[src/lsx_pkg.sv]
// Package with opcodes, states, widths and constants of the extended-instruction executor
package lsx_pkg;
    // ==========================================================
    // Widths
    localparam int DATA_W    = 8;
    localparam int DADDR_W   = 9;
    localparam int PADDR_W   = 13;
    localparam int PWORD_W   = 16;
    localparam int BITSEL_W  = 3;
    // ==========================================================
    // Operation codes presented by the main decoder
    typedef enum logic [3:0] {
        LSX_OP_NOP      = 4'h0,
        LSX_OP_SWAP     = 4'h1,   // nibble_exchange_in_place
        LSX_OP_SWAPA    = 4'h2,   // nibble_exchange_to_acc
        LSX_OP_SZ       = 4'h3,   // skip_when_byte_or_bit_zero, byte form
        LSX_OP_SZBIT    = 4'h4,   // skip_when_byte_or_bit_zero, bit form
        LSX_OP_SZA      = 4'h5,   // copy_and_skip_when_zero
        LSX_OP_TRD      = 4'h6,   // table_read_current_page
        LSX_OP_TRDL     = 4'h7,   // table_read_last_page
        LSX_OP_ITRD     = 4'h8,   // incr_then_table_read
        LSX_OP_ITRDL    = 4'h9,   // incr_then_table_read_last_page
        LSX_OP_XORA     = 4'hA,   // xor_into_accumulator
        LSX_OP_XORM     = 4'hB    // xor_into_memory
    } lsx_op_t;
    // ==========================================================
    // Sequencer states, one-hot
    typedef enum logic [3:0] {
        LSX_ST_IDLE  = 4'h1,
        LSX_ST_READ  = 4'h2,
        LSX_ST_FLASH = 4'h4,
        LSX_ST_DUMMY = 4'h8
    } lsx_state_t;
    // ==========================================================
    // Reset values
    localparam logic [7:0] ACC_RST  = 8'h00;
    localparam logic [7:0] TPL_RST  = 8'h00;
    localparam logic [7:0] TWH_RST  = 8'h00;
    localparam logic [7:0] ZERO_BYTE = 8'h00;
    // Last page selector: upper program address bits all ones
    localparam logic [4:0] LAST_PAGE = 5'h1F;
endpackage

[src/lsx_alu.sv]
// Combinational data path: nibble swap, XOR, zero and bit tests
`timescale 1ns/100ps
module lsx_alu (
    input  wire logic [7:0] acc_i,     // Accumulator value
    input  wire logic [7:0] mem_i,     // Data memory byte
    input  wire logic [2:0] bit_sel_i, // Selected bit number
    output logic      [7:0] swap_o,    // Nibbles exchanged
    output logic      [7:0] xor_o,     // Acc XOR byte
    output logic            mem_zero_o,// Byte equals zero
    output logic            bit_zero_o,// Selected bit is zero
    output logic            xor_zero_o // XOR result is zero
);
    // ==========================================================
    // Pure functions of the operands
    always_comb begin
        swap_o     = {mem_i[3:0], mem_i[7:4]};
        xor_o      = acc_i ^ mem_i;
        mem_zero_o = (mem_i == lsx_pkg::ZERO_BYTE);
        bit_zero_o = ~mem_i[bit_sel_i];
        xor_zero_o = ((acc_i ^ mem_i) == lsx_pkg::ZERO_BYTE);
    end
endmodule

[src/lsx_exec.sv]
// Executor for the extended swap, skip, table read and XOR instructions
`timescale 1ns/100ps
// Function
// - Swap in place exchanges byte nibbles, writes back, flags untouched.
// - Swap to accumulator loads swapped nibbles into acc; byte and flags kept.
// - Byte zero test skips next instruction when byte is zero; no write.
// - A taken skip adds one dummy cycle, two cycles in total.
// - Copy and test loads byte into acc, skips when zero.
// - Bit zero test skips when selected bit is zero.
// - Current page table read: low byte to memory, high byte to latch.
// - Last page table read: low byte to memory, high byte to latch.
// - Increment low pointer, then read at high and low pointers.
// - Increment low pointer, then read last page word.
// - XOR to accumulator stores result in acc, updates only zero flag.
// - XOR to memory writes byte, acc unchanged, only zero flag.
module lsx_exec (
    input  wire logic                 mclk_i,        // Core clock, 100 MHz
    input  wire logic                 rst_n_i,       // Async reset, active low
    input  wire logic                 start_i,       // One-cycle instruction start
    input  wire lsx_pkg::lsx_op_t     op_i,          // Operation code
    input  wire logic [8:0]           addr_i,        // Data memory address
    input  wire logic [2:0]           bit_sel_i,     // Bit number for bit test
    input  wire logic [4:0]           pc_page_i,     // Current program page
    input  wire logic [4:0]           tph_i,         // table_pointer_high value
    input  wire logic [7:0]           mem_rdata_i,   // Data memory read data
    input  wire logic [15:0]          flash_rdata_i, // Program word read data
    input  wire logic                 tpl_wr_i,      // Core writes low pointer
    input  wire logic [7:0]           tpl_wdata_i,   // Low pointer write data
    input  wire logic                 acc_wr_i,      // Core writes accumulator
    input  wire logic [7:0]           acc_wdata_i,   // Accumulator write data
    input  wire logic                 z_in_i,        // Zero flag from core
    output logic                      busy_o,        // Instruction in progress
    output logic                      done_o,        // Instruction cycle ended
    output logic                      skip_o,        // Next instruction skipped
    output logic                      mem_rd_o,      // Data memory read strobe
    output logic                      mem_wr_o,      // Data memory write strobe
    output logic [8:0]                mem_addr_o,    // Data memory address
    output logic [7:0]                mem_wdata_o,   // Data memory write data
    output logic                      flash_rd_o,    // Program read strobe
    output logic [12:0]               flash_addr_o,  // Program word address
    output logic [7:0]                acc_o,         // Accumulator
    output logic [7:0]                tpl_o,         // table_pointer_low
    output logic [7:0]                twh_o,         // table_high_byte_latch
    output logic                      z_flag_o,      // Zero flag
    output logic                      z_wr_o         // Zero flag updated pulse
);
    // ==========================================================
    // State
    lsx_pkg::lsx_state_t state_ff, nxt_state;
    lsx_pkg::lsx_op_t    op_ff,    nxt_op;
    logic [2:0]  bit_ff,    nxt_bit;
    logic        busy_ff,   nxt_busy;
    logic        done_ff,   nxt_done;
    logic        skip_ff,   nxt_skip;
    logic        mrd_ff,    nxt_mrd;
    logic        mwr_ff,    nxt_mwr;
    logic [8:0]  maddr_ff,  nxt_maddr;
    logic [7:0]  mwdata_ff, nxt_mwdata;
    logic        frd_ff,    nxt_frd;
    logic [12:0] faddr_ff,  nxt_faddr;
    logic [7:0]  acc_ff,    nxt_acc;
    logic [7:0]  tpl_ff,    nxt_tpl;
    logic [7:0]  twh_ff,    nxt_twh;
    logic        z_ff,      nxt_z;
    logic        zwr_ff,    nxt_zwr;

    logic [7:0] swap_w;
    logic [7:0] xor_w;
    logic       mem_zero_w;
    logic       bit_zero_w;
    logic       xor_zero_w;
    logic [7:0] tpl_inc_w;

    // ==========================================================
    // Data path
    lsx_alu u_alu (
        .acc_i      (acc_ff),
        .mem_i      (mem_rdata_i),
        .bit_sel_i  (bit_ff),
        .swap_o     (swap_w),
        .xor_o      (xor_w),
        .mem_zero_o (mem_zero_w),
        .bit_zero_o (bit_zero_w),
        .xor_zero_o (xor_zero_w)
    );

    assign tpl_inc_w = tpl_ff + 8'h01;

    // ==========================================================
    // Next-state logic; memory read data is valid in READ state
    always_comb begin
        nxt_state  = state_ff;
        nxt_op     = op_ff;
        nxt_bit    = bit_ff;
        nxt_busy   = busy_ff;
        nxt_done   = 1'b0;
        nxt_skip   = 1'b0;
        nxt_mrd    = 1'b0;
        nxt_mwr    = 1'b0;
        nxt_maddr  = maddr_ff;
        nxt_mwdata = mwdata_ff;
        nxt_frd    = 1'b0;
        nxt_faddr  = faddr_ff;
        nxt_acc    = acc_ff;
        nxt_tpl    = tpl_ff;
        nxt_twh    = twh_ff;
        nxt_z      = z_ff;
        nxt_zwr    = 1'b0;
        // Core writes land only while idle; a table read started in the same cycle uses the old pointer, and an increment drops the write
        if (acc_wr_i && state_ff == lsx_pkg::LSX_ST_IDLE) begin
            nxt_acc = acc_wdata_i;
        end
        if (tpl_wr_i && state_ff == lsx_pkg::LSX_ST_IDLE) begin
            nxt_tpl = tpl_wdata_i;
        end
        if (state_ff == lsx_pkg::LSX_ST_IDLE) begin
            nxt_z = z_in_i;
        end
        unique case (state_ff)
            lsx_pkg::LSX_ST_IDLE: begin
                if (start_i && op_i != lsx_pkg::LSX_OP_NOP) begin
                    nxt_op    = op_i;
                    nxt_bit   = bit_sel_i;
                    nxt_maddr = addr_i;
                    nxt_busy  = 1'b1;
                    unique case (op_i)
                        lsx_pkg::LSX_OP_TRD: begin
                            nxt_frd   = 1'b1;
                            nxt_faddr = {pc_page_i, tpl_ff};
                            nxt_state = lsx_pkg::LSX_ST_FLASH;
                        end
                        lsx_pkg::LSX_OP_TRDL: begin
                            nxt_frd   = 1'b1;
                            nxt_faddr = {lsx_pkg::LAST_PAGE, tpl_ff};
                            nxt_state = lsx_pkg::LSX_ST_FLASH;
                        end
                        lsx_pkg::LSX_OP_ITRD: begin
                            nxt_tpl   = tpl_inc_w;
                            nxt_frd   = 1'b1;
                            nxt_faddr = {tph_i, tpl_inc_w};
                            nxt_state = lsx_pkg::LSX_ST_FLASH;
                        end
                        lsx_pkg::LSX_OP_ITRDL: begin
                            nxt_tpl   = tpl_inc_w;
                            nxt_frd   = 1'b1;
                            nxt_faddr = {lsx_pkg::LAST_PAGE, tpl_inc_w};
                            nxt_state = lsx_pkg::LSX_ST_FLASH;
                        end
                        default: begin
                            nxt_mrd   = 1'b1;
                            nxt_state = lsx_pkg::LSX_ST_READ;
                        end
                    endcase
                end
            end
            lsx_pkg::LSX_ST_READ: begin
                nxt_state = lsx_pkg::LSX_ST_IDLE;
                nxt_busy  = 1'b0;
                nxt_done  = 1'b1;
                unique case (op_ff)
                    lsx_pkg::LSX_OP_SWAP: begin
                        nxt_mwr    = 1'b1;
                        nxt_mwdata = swap_w;
                    end
                    lsx_pkg::LSX_OP_SWAPA: begin
                        nxt_acc = swap_w;
                    end
                    lsx_pkg::LSX_OP_SZ: begin
                        nxt_skip = mem_zero_w;
                    end
                    lsx_pkg::LSX_OP_SZA: begin
                        nxt_acc  = mem_rdata_i;
                        nxt_skip = mem_zero_w;
                    end
                    lsx_pkg::LSX_OP_SZBIT: begin
                        nxt_skip = bit_zero_w;
                    end
                    lsx_pkg::LSX_OP_XORA: begin
                        // result to acc, zero flag only
                        nxt_acc = xor_w;
                        nxt_z   = xor_zero_w;
                        nxt_zwr = 1'b1;
                    end
                    lsx_pkg::LSX_OP_XORM: begin
                        nxt_mwr    = 1'b1;
                        nxt_mwdata = xor_w;
                        nxt_z      = xor_zero_w;
                        nxt_zwr    = 1'b1;
                    end
                    default: begin
                        nxt_done = 1'b1;
                    end
                endcase
                // taken skip costs a dummy cycle
                if ((op_ff == lsx_pkg::LSX_OP_SZ && mem_zero_w) ||
                    (op_ff == lsx_pkg::LSX_OP_SZA && mem_zero_w) ||
                    (op_ff == lsx_pkg::LSX_OP_SZBIT && bit_zero_w)) begin
                    // Skip shows only with done, after the dummy cycle
                    nxt_skip  = 1'b0;
                    nxt_state = lsx_pkg::LSX_ST_DUMMY;
                    nxt_busy  = 1'b1;
                    nxt_done  = 1'b0;
                end
            end
            lsx_pkg::LSX_ST_FLASH: begin
                // Table read: low byte to memory, high byte to latch
                nxt_mwr    = 1'b1;
                nxt_mwdata = flash_rdata_i[7:0];
                nxt_twh    = flash_rdata_i[15:8];
                nxt_state  = lsx_pkg::LSX_ST_IDLE;
                nxt_busy   = 1'b0;
                nxt_done   = 1'b1;
            end
            lsx_pkg::LSX_ST_DUMMY: begin
                // Dummy cycle replaces the skipped instruction
                nxt_skip  = 1'b1;
                nxt_state = lsx_pkg::LSX_ST_IDLE;
                nxt_busy  = 1'b0;
                nxt_done  = 1'b1;
            end
            default: begin
                nxt_state = lsx_pkg::LSX_ST_IDLE;
                nxt_busy  = 1'b0;
            end
        endcase
    end

    // ==========================================================
    // Registers
    always_ff @(posedge mclk_i or negedge rst_n_i) begin
        if (!rst_n_i) begin
            state_ff  <= lsx_pkg::LSX_ST_IDLE;
            op_ff     <= lsx_pkg::LSX_OP_NOP;
            bit_ff    <= 3'h0;
            busy_ff   <= 1'b0;
            done_ff   <= 1'b0;
            skip_ff   <= 1'b0;
            mrd_ff    <= 1'b0;
            mwr_ff    <= 1'b0;
            maddr_ff  <= 9'h000;
            mwdata_ff <= 8'h00;
            frd_ff    <= 1'b0;
            faddr_ff  <= 13'h0000;
            acc_ff    <= lsx_pkg::ACC_RST;
            tpl_ff    <= lsx_pkg::TPL_RST;
            twh_ff    <= lsx_pkg::TWH_RST;
            z_ff      <= 1'b0;
            zwr_ff    <= 1'b0;
        end else begin
            state_ff  <= nxt_state;
            op_ff     <= nxt_op;
            bit_ff    <= nxt_bit;
            busy_ff   <= nxt_busy;
            done_ff   <= nxt_done;
            skip_ff   <= nxt_skip;
            mrd_ff    <= nxt_mrd;
            mwr_ff    <= nxt_mwr;
            maddr_ff  <= nxt_maddr;
            mwdata_ff <= nxt_mwdata;
            frd_ff    <= nxt_frd;
            faddr_ff  <= nxt_faddr;
            acc_ff    <= nxt_acc;
            tpl_ff    <= nxt_tpl;
            twh_ff    <= nxt_twh;
            z_ff      <= nxt_z;
            zwr_ff    <= nxt_zwr;
        end
    end

    assign busy_o       = busy_ff;
    assign done_o       = done_ff;
    assign skip_o       = skip_ff;
    assign mem_rd_o     = mrd_ff;
    assign mem_wr_o     = mwr_ff;
    assign mem_addr_o   = maddr_ff;
    assign mem_wdata_o  = mwdata_ff;
    assign flash_rd_o   = frd_ff;
    assign flash_addr_o = faddr_ff;
    assign acc_o        = acc_ff;
    assign tpl_o        = tpl_ff;
    assign twh_o        = twh_ff;
    assign z_flag_o     = z_ff;
    assign z_wr_o       = zwr_ff;

    // ==========================================================
    // Checks
    AST_SWAP_WB: assert property (@(posedge mclk_i) disable iff (!rst_n_i)
        (state_ff == lsx_pkg::LSX_ST_READ && op_ff == lsx_pkg::LSX_OP_SWAP)
        |=> mem_wr_o && mem_wdata_o == {$past(mem_rdata_i[3:0]), $past(mem_rdata_i[7:4])})
        else $error("swap write-back wrong");
    AST_SWAPA: assert property (@(posedge mclk_i) disable iff (!rst_n_i)
        (state_ff == lsx_pkg::LSX_ST_READ && op_ff == lsx_pkg::LSX_OP_SWAPA)
        |=> !mem_wr_o && acc_o == {$past(mem_rdata_i[3:0]), $past(mem_rdata_i[7:4])})
        else $error("swap to acc wrong");
    AST_SZ_SKIP: assert property (@(posedge mclk_i) disable iff (!rst_n_i)
        (state_ff == lsx_pkg::LSX_ST_READ && op_ff == lsx_pkg::LSX_OP_SZ)
        |=> ##1 (skip_o == $past(mem_rdata_i == 8'h00, 2)) && !mem_wr_o)
        else $error("byte zero skip wrong");
    AST_SKIP_TWO: assert property (@(posedge mclk_i) disable iff (!rst_n_i)
        (state_ff == lsx_pkg::LSX_ST_DUMMY) |-> busy_o ##1 (skip_o && done_o && !busy_o))
        else $error("skip not two cycles");
    AST_SZA_COPY: assert property (@(posedge mclk_i) disable iff (!rst_n_i)
        (state_ff == lsx_pkg::LSX_ST_READ && op_ff == lsx_pkg::LSX_OP_SZA)
        |=> acc_o == $past(mem_rdata_i))
        else $error("copy to acc wrong");
    AST_BIT_SKIP: assert property (@(posedge mclk_i) disable iff (!rst_n_i)
        (state_ff == lsx_pkg::LSX_ST_READ && op_ff == lsx_pkg::LSX_OP_SZBIT
         && mem_rdata_i[bit_ff]) |=> ##1 !skip_o)
        else $error("bit set but skipped");
    AST_TRDL_ADDR: assert property (@(posedge mclk_i) disable iff (!rst_n_i)
        (start_i && state_ff == lsx_pkg::LSX_ST_IDLE && op_i == lsx_pkg::LSX_OP_TRDL)
        |=> flash_rd_o && flash_addr_o[12:8] == 5'h1F ##1 mem_wr_o)
        else $error("last page read wrong");
    AST_TRD_STORE: assert property (@(posedge mclk_i) disable iff (!rst_n_i)
        (state_ff == lsx_pkg::LSX_ST_FLASH)
        |=> mem_wr_o && mem_wdata_o == $past(flash_rdata_i[7:0])
            && twh_o == $past(flash_rdata_i[15:8]))
        else $error("table read store wrong");
    AST_ITRD_INC: assert property (@(posedge mclk_i) disable iff (!rst_n_i)
        (start_i && state_ff == lsx_pkg::LSX_ST_IDLE && op_i == lsx_pkg::LSX_OP_ITRD)
        |=> tpl_o == $past(tpl_ff) + 8'h01 && flash_addr_o[7:0] == tpl_o
            && flash_addr_o[12:8] == $past(tph_i))
        else $error("increment read wrong");
    AST_ITRDL_INC: assert property (@(posedge mclk_i) disable iff (!rst_n_i)
        (start_i && state_ff == lsx_pkg::LSX_ST_IDLE && op_i == lsx_pkg::LSX_OP_ITRDL)
        |=> tpl_o == $past(tpl_ff) + 8'h01 && flash_addr_o == {5'h1F, tpl_o})
        else $error("increment last page wrong");
    AST_XORA: assert property (@(posedge mclk_i) disable iff (!rst_n_i)
        (state_ff == lsx_pkg::LSX_ST_READ && op_ff == lsx_pkg::LSX_OP_XORA)
        |=> acc_o == ($past(acc_ff) ^ $past(mem_rdata_i)) && !mem_wr_o && z_wr_o)
        else $error("xor to acc wrong");
    AST_XORM: assert property (@(posedge mclk_i) disable iff (!rst_n_i)
        (state_ff == lsx_pkg::LSX_ST_READ && op_ff == lsx_pkg::LSX_OP_XORM)
        |=> mem_wr_o && acc_o == $past(acc_ff)
            && mem_wdata_o == ($past(acc_ff) ^ $past(mem_rdata_i)))
        else $error("xor to memory wrong");
    AST_ZFLAG: assert property (@(posedge mclk_i) disable iff (!rst_n_i)
        z_wr_o |-> z_flag_o == (($past(acc_ff) ^ $past(mem_rdata_i)) == 8'h00))
        else $error("zero flag wrong");
endmodule

[config.mk]
export PLATFORM = sky130hd
export DESIGN_NAME = lsx_exec
export DESIGN_NICKNAME = d
export VERILOG_FILES = /design/src/lsx_pkg.sv /design/src/lsx_alu.sv /design/src/lsx_exec.sv
export SDC_FILE = /design/constraint.sdc
export NUM_CORES = 1
export LEC_CHECK = 0
export BUFFER_PORTS_ARGS = -buffer_cell sky130_fd_sc_hd__buf_2
export CAP_MARGIN = 10
export CORE_MARGIN = 2
export CORE_UTILIZATION = 40
export CTS_CLUSTER_DIAMETER = 40
export DETAILED_ROUTE_END_ITERATION = 10
export PLACE_DENSITY = 0.78
export SYNTH_ARGS = -nofsm -noshare
export SYNTH_HDL_FRONTEND = slang
export SYNTH_SLANG_ARGS = --single-unit
[constraint.sdc]
create_clock -name mclk_i -period 2.04 [get_ports mclk_i]
set_input_delay 0.408 -clock mclk_i [delete_from_list [all_inputs] [get_ports mclk_i]]
set_output_delay 0.408 -clock mclk_i [all_outputs]
set_load 0.005 [all_outputs]
; Word-level counts from Yosys, hierarchy flattened
; Cells that the tools add are included.
[word_totals]
reg_bits = 73
in_bits = 72
elab_cells = 97
[op_classes]
addsub = 1
n_lt_le_gt_ge = 1
eq_ne = 17
mux = 37
bitwise_logic = 2
reduce_logical = 22
[ops]
columns = cell, n
row1 = case mux 13 bit (4 select lines), 1
row2 = two-way mux 8 bit, 6
row3 = case mux 8 bit (2 select lines), 2
row4 = case mux 8 bit (3 select lines), 1
row5 = equality test 4 x 3 -> 1 bit (second input constant), 5
row6 = equality test 4 bit (second input constant), 5
row7 = two-way mux 1 bit, 17
row8 = zero test 8 bit, 2
row9 = equality test 4 x 2 -> 1 bit (second input constant), 3
row10 = case mux 1 bit (2 select lines), 5
row11 = OR reduction 2 bit, 5
row12 = adder 8 x 1 -> 8 bit (second input constant), 1
row13 = equality test 4 x 1 -> 1 bit (second input constant), 2
row14 = two-way mux 4 bit, 2
row15 = case mux 4 bit (2 select lines), 1
row16 = nonzero test 4 bit, 2
row17 = bitwise XOR 8 bit, 1
row18 = logical AND 1 bit, 6
row19 = < comparator 3 x 4 -> 1 bit (second input constant), 1
row20 = AND reduction 2 bit, 2
row21 = OR reduction 4 bit, 1
row22 = binary-select mux 1 bit (select 3 bit), 1
row23 = two-way mux 3 bit, 1
row24 = != test 3 x 1 -> 1 bit (second input constant), 1
row25 = 5 further kinds, 6

; Longest topological paths before layout
; Gate-level depths: netlist of run 1.
[logic_depth]
ltp_word = 7
ltp_mapped = 6
ltp_nobuf = 5

; By module
; From an unflattened synthesis of run 1, not the netlist that was laid out.
[hier_totals]
cells_unflattened = 345
area_unflattened_um2 = 3769.9
[modules_own_cells]
columns = mod, n_inst, cells_each, area_per_inst_um2, seq_area_each_um2
row1 = lsx_exec, 1, 320, 3539.6, 1828.0
row2 = lsx_alu, 1, 25, 230.2, 0.0

; Worst setup path before layout of run 1
; Ideal clock, no wire load.
[synth_timing]
path_type = register to register
start = reg state_ff[0]
end = reg bit_ff[0]
t_arrival_ns = 1.962
required_time_ns = 1.915
path_slack_ns = -0.047
path_stages_with_launch = 6
period_less_slack_ns = 2.087
path_cell_list = dfstp_2 or4b_1 buf_2 nor2_2 buf_4 mux2_2
[synth_between]
elab_chain_len = 2
[synth_rtl]
columns = element, line_no
row1 = from (decl), lsx_exec.sv:49  ; lsx_pkg::lsx_state_t state_ff, nxt_state;
row2 = from (signal assigned), lsx_exec.sv:232  ; state_ff <= lsx_pkg::LSX_ST_IDLE;
row3 = from (signal assigned), lsx_exec.sv:250  ; state_ff <= nxt_state;
row4 = equality test 4 x 1 -> 1 bit, lsx_exec.sv:119  ; unique case (state_ff)
row5 = AND reduction 2 bit (no source line), -
row6 = to (signal assigned), lsx_exec.sv:252  ; bit_ff <= nxt_bit;
row7 = to (decl), lsx_exec.sv:51  ; logic [2:0] bit_ff, nxt_bit;
; Every way passes these cells.
; A chain may end at the register's enable or synchronous reset.

; Final worst setup path of run 1
[layout_timing]
start = reg state_ff[3]
end = reg acc_ff[0], in the netlist acc_o[0]
[layout_between]
elab_chain_len = 5
[layout_rtl]
columns = element, line_no
row1 = equality test 4 x 1 -> 1 bit, lsx_exec.sv:110  ; if (acc_wr_i && state_ff == lsx_pkg::LSX_ST_IDLE) begin
row2 = logical AND 1 bit, lsx_exec.sv:110
row3 = two-way mux 8 bit, lsx_exec.sv:110
row4 = case mux 8 bit (3 select lines), lsx_exec.sv:160  ; unique case (op_ff)
row5 = two-way mux 8 bit (*), lsx_exec.sv:119
row6 = net nxt_acc[0], lsx_exec.sv:61  ; logic [7:0] acc_ff, nxt_acc;
row7 = to (signal assigned), lsx_exec.sv:244  ; acc_ff <= lsx_pkg::ACC_RST;
row8 = to (signal assigned), lsx_exec.sv:262  ; acc_ff <= nxt_acc;
row9 = to (decl), lsx_exec.sv:61
; The timed path passes the listed nets; every way through them passes the cells marked *.

==> results of run 1 <==
==> worst max path at each step <==
stage                                       to                    start
finish                      acc_o[0]$_DFF_PN0_  state_ff[3]$_DFFE_PN0P_
global route                acc_o[0]$_DFF_PN0_     op_ff[2]$_DFFE_PN0P_
CTS                 mem_wdata_o[6]$_DFFE_PN0P_  state_ff[3]$_DFFE_PN0P_
detailed placement  mem_wdata_o[6]$_DFFE_PN0P_  state_ff[3]$_DFFE_PN0P_
global placement    mem_wdata_o[6]$_DFFE_PN0P_  state_ff[3]$_DFFE_PN0P_
floorplan                bit_ff[0]$_DFFE_PN0P_  state_ff[0]$_DFFE_PN1P_
==> stage by stage <==
step | util [%] | std cells | hold slack (ps) | cell area [sq um] | setup WS, ps
6_report | 53.21 | 617 | 261.2 | 4893 | 80.37
5_1_grt | 53.21 | 617 | 264.3 | 4893 | 0.5511
4_1_cts | 53.16 | 617 | 251.7 | 4888 | 8.097
3_5_place_dp | 50.57 | 600 | 378.3 | 4651 | 32.66
3_3_place_gp | 50.57 | 600 | 374.2 | 4651 | 116.0
2_1_floorplan | - | 364 | 112.4 | 3782 | 61.86
==> kinds of logic after synthesis <==
family | count (synthesis) | synth area share (%)
AOI/OAI and AO/OA | 64 | 12.59
xor gates and xnor gates | 19 | 4.405
adders and majority gates | 1 | 0.3312
buffers and inverters | 37 | 4.074
DFF | 73 | 48.39
muxes | 46 | 13.18
and+or+nand+nor | 124 | 17.03
==> registers in the layout, indices dropped and copies added (netlist names) <==
name / count
flash_addr_o: 13
mem_addr_o: 9
acc_o: 8
mem_wdata_o: 8
tpl_o: 8
twh_o: 8
op_ff: 4
state_ff: 4
bit_ff: 3
busy_o: 1
done_o: 1
flash_rd_o: 1
mem_rd_o: 1
mem_wr_o: 1
skip_o: 1
z_flag_o: 1
z_wr_o: 1
==> critical path: stages, from the launching register on <==
cell	delay (ps)
dfrtp_1	410
or4b_1	670
o21bai_1	490
mux2i_1	230
==> power by group <==
part	leakage [nW]	switching, mW	internal, mW
Sequential	0.867	0.443	1.95
Clock	0.113	0.552	0.726
Combinational	1.43	0.813	0.985
Total	2.41	1.81	3.66
==> repair_timing <==
action	in CTS	in global routing
hold buffers	1	0
hold endpoints to repair	1	0
resized for setup	0	2
endpoints found under the setup margin	0	11
==> layout by cell type (no fill, tap or decap), types with 3 or more instances in the layout <==
cell      synthesis  final
a31oi_1           6      6
a32o_1            4      4
buf_2             3    132
a21o_1            5      5
xnor2_1           5      5
xor2_1           14     14
a222oi_1          4      4
nor4bb_1          4      4
mux2_2           20     20
a21oi_1           8      8
inv_1            12     12
nor4_1            6      6
dfrtp_1          72     72
buf_4             1     16
mux2i_1          25     25
nand3_1           4      4
nand4_1           3      3
nor2_1           18     18
nand2_1          60     59
nor3_1            6      6
clkbuf_8          0     10
o21ai_0          12     12
o22ai_1           4      4
o221a_2           8      8
==> area by class of cell <==
class                      count  area (sq um)  area share [%]
inverter                      12         45.04          0.9205
tap                          111         138.9           2.838
clock buffer                  10         137.6           2.813
timing repair buffer         151         830.8           16.98
sequential                    73          1828           37.36
multi-input combinational    254          1823           37.25
clock inverter                 6         90.09           1.841
==> metal layers <==
layer  track usage (%)  up-vias
met3             3.037       24
met5                 0        -
met2             31.07      128
met4             9.667        0
li1                  -     1585
met1             25.33     1545
==> run_results.csv, run 1 <==
group,metric,value,unit
hold_path,holdPathStages,3,
drt,drt_wl_total,9565,um
placed_design,place.gp.congestion,0.8926,
synth,syn_avg_cell_area,10.38,sq um
drt,drtIter0Drc,166,
timing,final.min_clock_period,1960,ps
grt,grt_pass1_wl,15700,um
die,dieArea,0.01024,sq mm
timing,worstMarginPinSlew,1058,ps
timing,fmax,0.5103,GHz
final_layout,fillers,825,
drt,drt-met1-wl,4130,um
placed_design,dp_hpwl,7305,um
setup_path,timing.rr.start,"state_ff[3]$_DFFE_PN0P_",
synth,yosys.cell_count.top_type,"dfrtp_1",
setup_path,reg2reg_setup_slack,80,ps
cts,cts_sinks,73,
drt,highest_layer,"met4",
die,fp-row-count,35,
synth,synth_top_area_share,47.70,%
grt,groute.usage.overall,19.29,%
timing,slew_headroom,29.33,%
power,p_per_area,1117,mW/mm^2
cts,cts_setup_buffers,0,
power,p_leak,2.413,nW
die,core_area,0.009196,sq mm
timing,hold_viol_final,0,
setup_path,cp-start-kind,"register",
drt,met3RoutedLength,576,um
hold_path,min_from,"flash_rdata_i[14]",
timing,slew_viol_final,0,
final_layout,num_antenna_cells,0,
placed_design,io_buffers,133,
cts,cts_max_level,3,
grt,grt_start_max_net_pins,34,
timing,rsz0062_at_grt,"false",
synth,syn_nets,437,
die,ios,134,
setup_path,r2r_cells,3,
synth,ys_seq_area_share,48.39,%
cts,clk_pin_slew,70,ps
cts,clock_path_buffers,2,
synth,yosys.area.top_type,"dfrtp_1",
synth,ys_warn_count,0,
synth,synthTopCellsByCount,"dfrtp_1 (72), nand2_1 (60), mux2i_1 (25), mux2_2 (20), clkbuf_1 (19)",
drt,viasPerCell,5.319,
drt,met2_length,4576,um
drt,drc_errors,0,
timing,skew,12.19,ps
drt,wl_per_cell,15.50,um
power,finalPower,5.467,mW
grt,grt_pass1_vias,3313,
synth,syn-cell-area,0.003777,sq mm
grt,grt_overflow,0,
outcome,status,"finished clean",
timing,post-route-period-util,96.06,%
synth,netlist_instances,364,
final_layout,drive_gt1_share,40.71,%
grt,antenna_found_initial,0,
drt,drt_pass1_iterations,4,
final_layout,num-nets-final,574,
cts,tritoncts,"built",
cts,insertion_delay,340,ps
final_layout,area_delta_synth_final,29.55,%
drt,vias,3282,
die,die-height,101.2,um
setup_path,cp.arrival,2140,ps
synth,synth_ff_type,"dfrtp_1",
synth,ys_types,54,
synth,synthArstFlopShare,100.0,%
die,initial_core_util,41.07,%
setup_path,critPathMaxFanout,8,
timing,tns,0,ps
synth,synth-edff-count,0,
hold_path,min_to,"twh_o[6]$_DFFE_PN0P_",
setup_path,worstPathRequired,2220,ps
setup_path,r2r_end,"acc_o[0]$_DFF_PN0_",
power,ir_drop,0.4553,mV
synth,ys_ff_latch,73,
flow_run,drv_cap,0,
cts,clock_tree.root_cell,"clkbuf_8",
timing,finalSetupViolCount,0,
drt,ant_nets,0,
hold_path,hold_path.class,"primary input to register",
die,die_x,101.2,um
setup_path,crit_type,"register to register",
cts,cts-buffers-inserted,9,
setup_path,cp-end-kind,"register",
synth,synth_area_leaders,"dfrtp_1 (48%), mux2i_1 (6.6%), mux2_2 (6.0%), nand2_1 (6.0%), xor2_1 (3.2%)",
Note: power is estimated with default switching activity, not from simulation.
==> run 2: changes to the inputs <==
--- a/config.mk
+++ b/config.mk
@@ -11,7 +11,7 @@
 export CORE_UTILIZATION = 40
 export CTS_CLUSTER_DIAMETER = 40
 export DETAILED_ROUTE_END_ITERATION = 10
-export PLACE_DENSITY = 0.78
+export PLACE_DENSITY = 0.75
 export SYNTH_ARGS = -nofsm -noshare
 export SYNTH_HDL_FRONTEND = slang
 export SYNTH_SLANG_ARGS = --single-unit
==> run 2 against run 1 <==
  * Final area fell by 0.49%
  * Clock power shrank 3%
  * Combinational power about the same
  * Die area stayed put
  * Sequential power barely moved
  * Worst setup slack gained 24 ps
  * Critical path depth increased by 3
  * Critical path type unchanged
  * Final cell count fell by 0.16%
  * Largest power group unchanged
  * Via count shrank 1.9%
  * Clock skew shrank 6.2 ps
==> run_results.csv, run 2 (synthesized netlist as in run 1, its figures left out) <==
group,metric,value,unit
setup_path,timing.rr.start,"state_ff[3]$_DFFE_PN0P_",
die,ios,134,
drt,drt-met1-wl,4239,um
setup_path,r2r_end,"acc_o[6]$_DFF_PN0_",
timing,hold_viol_final,0,
final_layout,largest_reg_flops,13,
drt,met3RoutedLength,467,um
timing,post-route-period-util,94.87,%
timing,fmax,0.5167,GHz
flow_run,drv_cap,0,
die,initial_core_util,41.07,%
die,die_x,101.2,um
cts,cts_hold_buf,0,
grt,grt_overflow,0,
timing,finalSetupViolCount,0,
die,fp-row-count,35,
timing,rsz0062_at_grt,"false",
drt,drtIter0Drc,139,
drt,vias,3221,
grt,grt_pass1_vias,3221,
setup_path,critPathMaxFanout,11,
setup_path,worstPathRequired,2230,ps
drt,viasPerCell,5.229,
grt,grt_pass1_wl,15520,um
drt,drt_wl_total,9566,um
final_layout,layout_common_cells,"buf_2 (132), dfrtp_1 (72), nand2_1 (60)",
grt,groute.usage.overall,19.17,%
cts,cts_sinks,73,
setup_path,max_stage_delay,380,ps
cts,clock_tree.root_cell,"clkbuf_8",
cts,cts_resized,0,
power,combPwrFrac,32.9,%
power,p_per_area,1112,mW/mm^2
cts,insertion_delay,340,ps
cts,tritoncts,"built",
timing,final.min_clock_period,1935,ps
power,clkPwrFrac,23.0,%
power,p_leak,2.393,nW
final_layout,num_antenna_cells,0,
setup_path,startpoint,"state_ff[3]$_DFFE_PN0P_",
die,die-height,101.2,um
timing,tns,0,ps
setup_path,reg2reg_setup_slack,100,ps
timing,slew_viol_final,0,
drt,highest_layer,"met4",
setup_path,cp-endpoint,"acc_o[6]$_DFF_PN0_",
cts,clock_path_buffers,2,
final_layout,num-nets-final,574,
die,core_area,0.009196,sq mm
timing,skew,5.965,ps
setup_path,crit_slowest_cell,"dfrtp_1",
placed_design,io_buffers,133,
setup_path,r2r_cells,6,
placed_design,place.gp.congestion,0.8850,
power,switching_share,32.79,%
final_layout,layout_commonest_cell,"buf_2",
grt,grt_start_max_net_pins,37,
setup_path,cp.arrival,2120,ps
cts,cts_setup_buffers,0,
drt,met2_length,4676,um
cts,cts-buffers-inserted,9,
placed_design,placed_cell_area,0.004646,sq mm
power,intPower,3.639,mW
hold_path,hold_path.class,"primary input to async pin",
setup_path,cp-end-kind,"register",
timing,holdWs,17.71,ps
power,ir_drop,0.4128,mV
timing,slew_headroom,56.12,%
die,dieArea,0.01024,sq mm
final_layout,drive_gt1_share,40.79,%
placed_design,dp_hpwl,7171,um
outcome,status,"finished clean",
cts,clk_pin_slew,70,ps
timing,worstMarginPinSlew,649.1,ps
cts,cts_max_level,3,
power,seq_power_share,44.1,%
drt,ant_nets,0,
final_layout,design_area,0.004870,sq mm
setup_path,cp-start-kind,"register",
drt,drt_pass1_iterations,4,
grt,antenna_found_initial,0,
power,switching_power,1.775,mW
setup_path,crit_chain,"buf_4 > nor4b_2 > buf_4 > nand2_1 > mux2i_1 > mux2i_1",
setup_path,crit_type,"register to register",
final_layout,area_delta_synth_final,28.92,%
drt,wl_per_cell,15.53,um
drt,drc_errors,0,
-- run 2: layout make-up --
type / instances / area (sq um)
clock inverter: 5 / 80.08
sequential: 73 / 1828
clock buffer: 10 / 137.6
inverter: 12 / 45.04
timing repair buffer: 151 / 815.8
fill: 824 / 4327
tap: 111 / 138.9
multi-input combinational: 254 / 1824
-- run 2: worst min path at each step --
stage | end | startpoint
floorplan | acc_o[0]$_DFF_PN0_ | rst_n_i
global route | mem_addr_o[5]$_DFFE_PN0P_ | rst_n_i
finish | mem_addr_o[5]$_DFFE_PN0P_ | rst_n_i
detailed placement | mem_addr_o[4]$_DFFE_PN0P_ | rst_n_i
global placement | mem_addr_o[2]$_DFFE_PN0P_ | rst_n_i
CTS | mem_addr_o[4]$_DFFE_PN0P_ | rst_n_i
-- run 2: critical path, delay by kind of cell (launching register included) --
family                 cells  cell delay (ps)
muxes                      2              400
DFF                        1              380
buffers and inverters      2              380
and+or+nand+nor            2              620
-- run 2: power by group through the flow --
| stage | Combinational (mW) | Sequential, mW | Clock [mW] |
|---|---|---|---|
| after floorplan | 1.04 | 2.33 | 0 |
| after global placement | 1.75 | 2.39 | 0 |
| after detailed placement | 1.79 | 2.42 | 0 |
| after CTS | 1.80 | 2.39 | 1.28 |
| after global routing | 1.99 | 2.46 | 1.35 |
| final | 1.78 | 2.39 | 1.24 |
-- run 2: metrics by stage --
| stage | utilization [%] | setup slack, ps | instances | total power [mW] |
|---|---|---|---|---|
| floorplan | - | 61.86 | 364 | 3.366 |
| global placement | 50.52 | 119.4 | 601 | 4.137 |
| detailed placement | 50.52 | 86.40 | 601 | 4.213 |
| CTS | 52.88 | 58.17 | 616 | 5.474 |
| global route | 52.95 | 20.56 | 616 | 5.800 |
| finish | 52.95 | 104.7 | 616 | 5.414 |
-- run 2: layer usage --
layer | global-route usage (%) | vias up
met5 | 0 | -
met4 | 8.732 | 0
met3 | 2.899 | 16
met2 | 31.23 | 98
met1 | 25.33 | 1522
li1 | - | 1585
==> run 3: changes to the inputs <==
--- a/config.mk
+++ b/config.mk
@@ -11,7 +11,8 @@
 export CORE_UTILIZATION = 40
 export CTS_CLUSTER_DIAMETER = 40
 export DETAILED_ROUTE_END_ITERATION = 10
-export PLACE_DENSITY = 0.75
+export PLACE_DENSITY = 0.72
 export SYNTH_ARGS = -nofsm -noshare
 export SYNTH_HDL_FRONTEND = slang
+export SYNTH_HIERARCHICAL = 1
 export SYNTH_SLANG_ARGS = --single-unit
==> constraint.sdc (replaced) <==
create_clock -name mclk_i -period 2 [get_ports mclk_i]
set_input_delay 0.4 -clock mclk_i [delete_from_list [all_inputs] [get_ports mclk_i]]
set_output_delay 0.4 -clock mclk_i [all_outputs]
set_load 0.005 [all_outputs]
==> run 3 against run 2 <==
  * Clock-buffer cell count stayed put
  * Worst setup slack got worse by 33 ps
  * Combinational power up 9%
  * Sequential power shrank 2%
  * Total power up 0.42%
  * Flip-flop and latch count did not move
  * Critical path depth unchanged
  * Core utilization increased by 0.095 points
  * Final area grew 0.18%
  * Clock skew increased by 4.3 ps
  * Routed wire length grew 1.8%
  * First-iteration DRC count increased by 2.9%
  * Critical path type unchanged
  * Critical endpoint is now busy_o$_DFFE_PN0P_
  * Largest power group unchanged
==> run_results.csv, run 3 <==
group,metric,value,unit
outcome,status,"finished clean",
timing,finalSetupViolCount,0,
final_layout,area_delta_synth_final,29.41,%
final_layout,final_util,53.05,%
die,dieArea,0.01022,sq mm
synth,syn_nets,418,
grt,groute.usage.overall,19.28,%
timing,holdWs,284.3,ps
grt,antenna_found_initial,0,
cts,insertion_delay,350,ps
power,ir_drop,0.4699,mV
placed_design,dp_hpwl,7343,um
setup_path,cp-end-kind,"register",
setup_path,max_stage_delay,540,ps
final_layout,fillers,837,
grt,grt_start_max_net_pins,36,
power,p_leak,2.338,nW
setup_path,worstPathRequired,2280,ps
grt,grt_pass1_wl,15260,um
timing,worstMarginPinSlew,834.5,ps
grt,grt_overflow,0,
setup_path,crit_type,"register to register",
synth,synthTopCellsByCount,"dfrtp_1 (72), nand2_1 (37), a21oi_1 (29), mux2_2 (24), nor2_1 (16)",
cts,clock_path_buffers,2,
synth,syn-cell-area,0.003770,sq mm
die,core_area,0.009196,sq mm
setup_path,timing.rr.start,"bit_ff[2]$_DFFE_PN0P_",
setup_path,critPathMaxFanout,3,
die,initial_core_util,40.99,%
synth,synthArstFlopShare,100.0,%
cts,cts_sinks,73,
timing,final.min_clock_period,1929,ps
grt,grt_pass1_vias,3061,
setup_path,crit_slowest_cell,"mux4_2",
setup_path,cp.arrival,2210,ps
die,die_x,101.1,um
synth,yosys.area.top_type,"dfrtp_1",
placed_design,place_worst_setup_slack,-84.96,ps
drt,drt_wl_total,9742,um
timing,slew_viol_final,0,
setup_path,crit_chain,"mux4_2 > mux2i_1 > nor4bb_2 > a31oi_1 > nor3b_2 > nand2b_1",
synth,ys_types,49,
synth,ys_ff_latch,73,
power,p_per_area,1115,mW/mm^2
final_layout,layout_commonest_cell,"buf_2",
timing,skew,10.23,ps
placed_design,dp.cells,589,
placed_design,place.gp.congestion,0.8490,
final_layout,largest_reg_flops,13,
die,ios,134,
die,fp-row-count,35,
final_layout,fin_cells,605,
final_layout,num-nets-final,563,
synth,synth-edff-count,0,
hold_path,min_from,"addr_i[2]",
drt,drtIter0Drc,143,
timing,post-route-period-util,96.43,%
synth,yosys.cell_count.top_type,"dfrtp_1",
flow_run,drv_cap,0,
drt,ant_nets,0,
cts,clk_pin_slew,80,ps
setup_path,startpoint,"bit_ff[2]$_DFFE_PN0P_",
synth,synth_area_leaders,"dfrtp_1 (48%), mux2_2 (7.2%), a21oi_1 (3.8%), nand2_1 (3.7%), xor2_1 (2.8%)",
final_layout,num_antenna_cells,0,
cts,clock_tree.root_cell,"clkbuf_8",
drt,viasPerCell,5.380,
drt,wl_per_cell,16.10,um
setup_path,cp-start-kind,"register",
synth,netlist_instances,345,
final_layout,drive_gt1_share,43.12,%
synth,ys_warn_count,6,
final_layout,layout_common_cells,"buf_2 (132), dfrtp_1 (72), nand2_1 (37)",
drt,vias,3255,
die,die-height,101.1,um
placed_design,io_buffers,133,
timing,fmax,0.5185,GHz
cts,cts-buffers-inserted,9,
synth,syn_avg_cell_area,10.93,sq um
timing,slew_headroom,43.57,%
timing,post-route-worst-setup-slack,71.41,ps
hold_path,hold_path.class,"primary input to register",
synth,synth_ff_type,"dfrtp_1",
drt,drc_errors,0,
cts,cts_max_level,3,
timing,hold_viol_final,0,
timing,tns,0,ps
synth,ys_seq_area_share,48.49,%
cts,tritoncts,"built",
drt,drt_pass1_iterations,4,
synth,synth_top_area_share,47.79,%
timing,rsz0062_at_grt,"true",
-- run 3: cell count changes after synthesis, sizes merged, moves of 8 or more --
cell    before  now
a211oi       0    8
a21oi        8   29
a221o        0    8
buf          6   20
clkbuf      19    8
inv         12    2
mux2i       25   10
nand2       60   37
nand3        4   14
o221a        8    0
-- run 3: critical path: cells and delay by family (launching register included) --
kind               cells  cell delay [ps]
muxes                  2              700
and+or+nand+nor        3              620
AOI/OAI and AO/OA      1              110
DFF                    1              430
-- run 3: repair_timing --
item,4_1_cts,5_1_grt
endpoints found under the hold margin,21,0
setup buffers,0,0
resized for setup,2,4
cloned,0,0
hold buffers,1,0
pin swaps,0,2
setup endpoints to repair,9,5
-- run 3: per-stage QoR --
step / area (sq um) / total power [mW]
final: 4878 / 5.437
after global routing: 4878 / 5.813
after CTS: 4880 / 5.488
after detailed placement: 4664 / 4.297
after global placement: 4664 / 4.237
after floorplan: 3770 / 3.386
-- run 3: area by class of cell --
type	count	area (sq um)	share of cell area [%]
Clock buffer	10	137.6	2.821
Clock inverter	5	56.30	1.154
Inverter	2	7.507	0.1539
Multi-Input combinational cell	242	1797	36.83
Sequential cell	73	1828	37.47
Tap cell	111	138.9	2.847
Timing Repair Buffer	162	913.4	18.72
-- run 3: worst paths after layout --
| kind | endpoint | slack (ps) | depth (start not counted) |
|---|---|---|---|
| max reg2reg | busy_o$_DFFE_PN0P_ | 70 | 6 |
| min reg2reg | mem_addr_o[8]$_DFFE_PN0P_ | 510 | 1 |
| max in group asynchronous | state_ff[0]$_DFFE_PN1P_ | 950 | 3 |
| min in group asynchronous | tpl_o[7]$_DFF_PN0_ | 490 | 2 |
| max | busy_o$_DFFE_PN0P_ | 70 | 6 |
| min | mem_addr_o[2]$_DFFE_PN0P_ | 280 | 2 |
-- run 3: kinds of logic after synthesis --
logic type,share of synthesized area [%]
flops,48.49
mux,11.22
fa+ha+maj,0.3318
xor+xnor,3.949
compound gates,14.97
simple gates,16.79
buf+inv,4.248
-- run 3: power breakdown --
group | internal, mW | total (mW) | switching, mW
logic | 1.04 | 1.94 | 0.899
clock network | 0.601 | 1.15 | 0.554
registers | 1.97 | 2.34 | 0.373
total | 3.61 | 5.44 | 1.83
-- run 3: metal layers --
metal | vias to the layer above | wire length, um | part of all wire, % | track usage (%)
met4 | 0 | 313 | 3.2 | 9.667
met2 | 113 | 4529 | 46 | 29.60
met3 | 24 | 481 | 4.9 | 2.843
met5 | - | 0 | 0 | 0
met1 | 1557 | 4418 | 45 | 26.56
li1 | 1561 | - | - | -
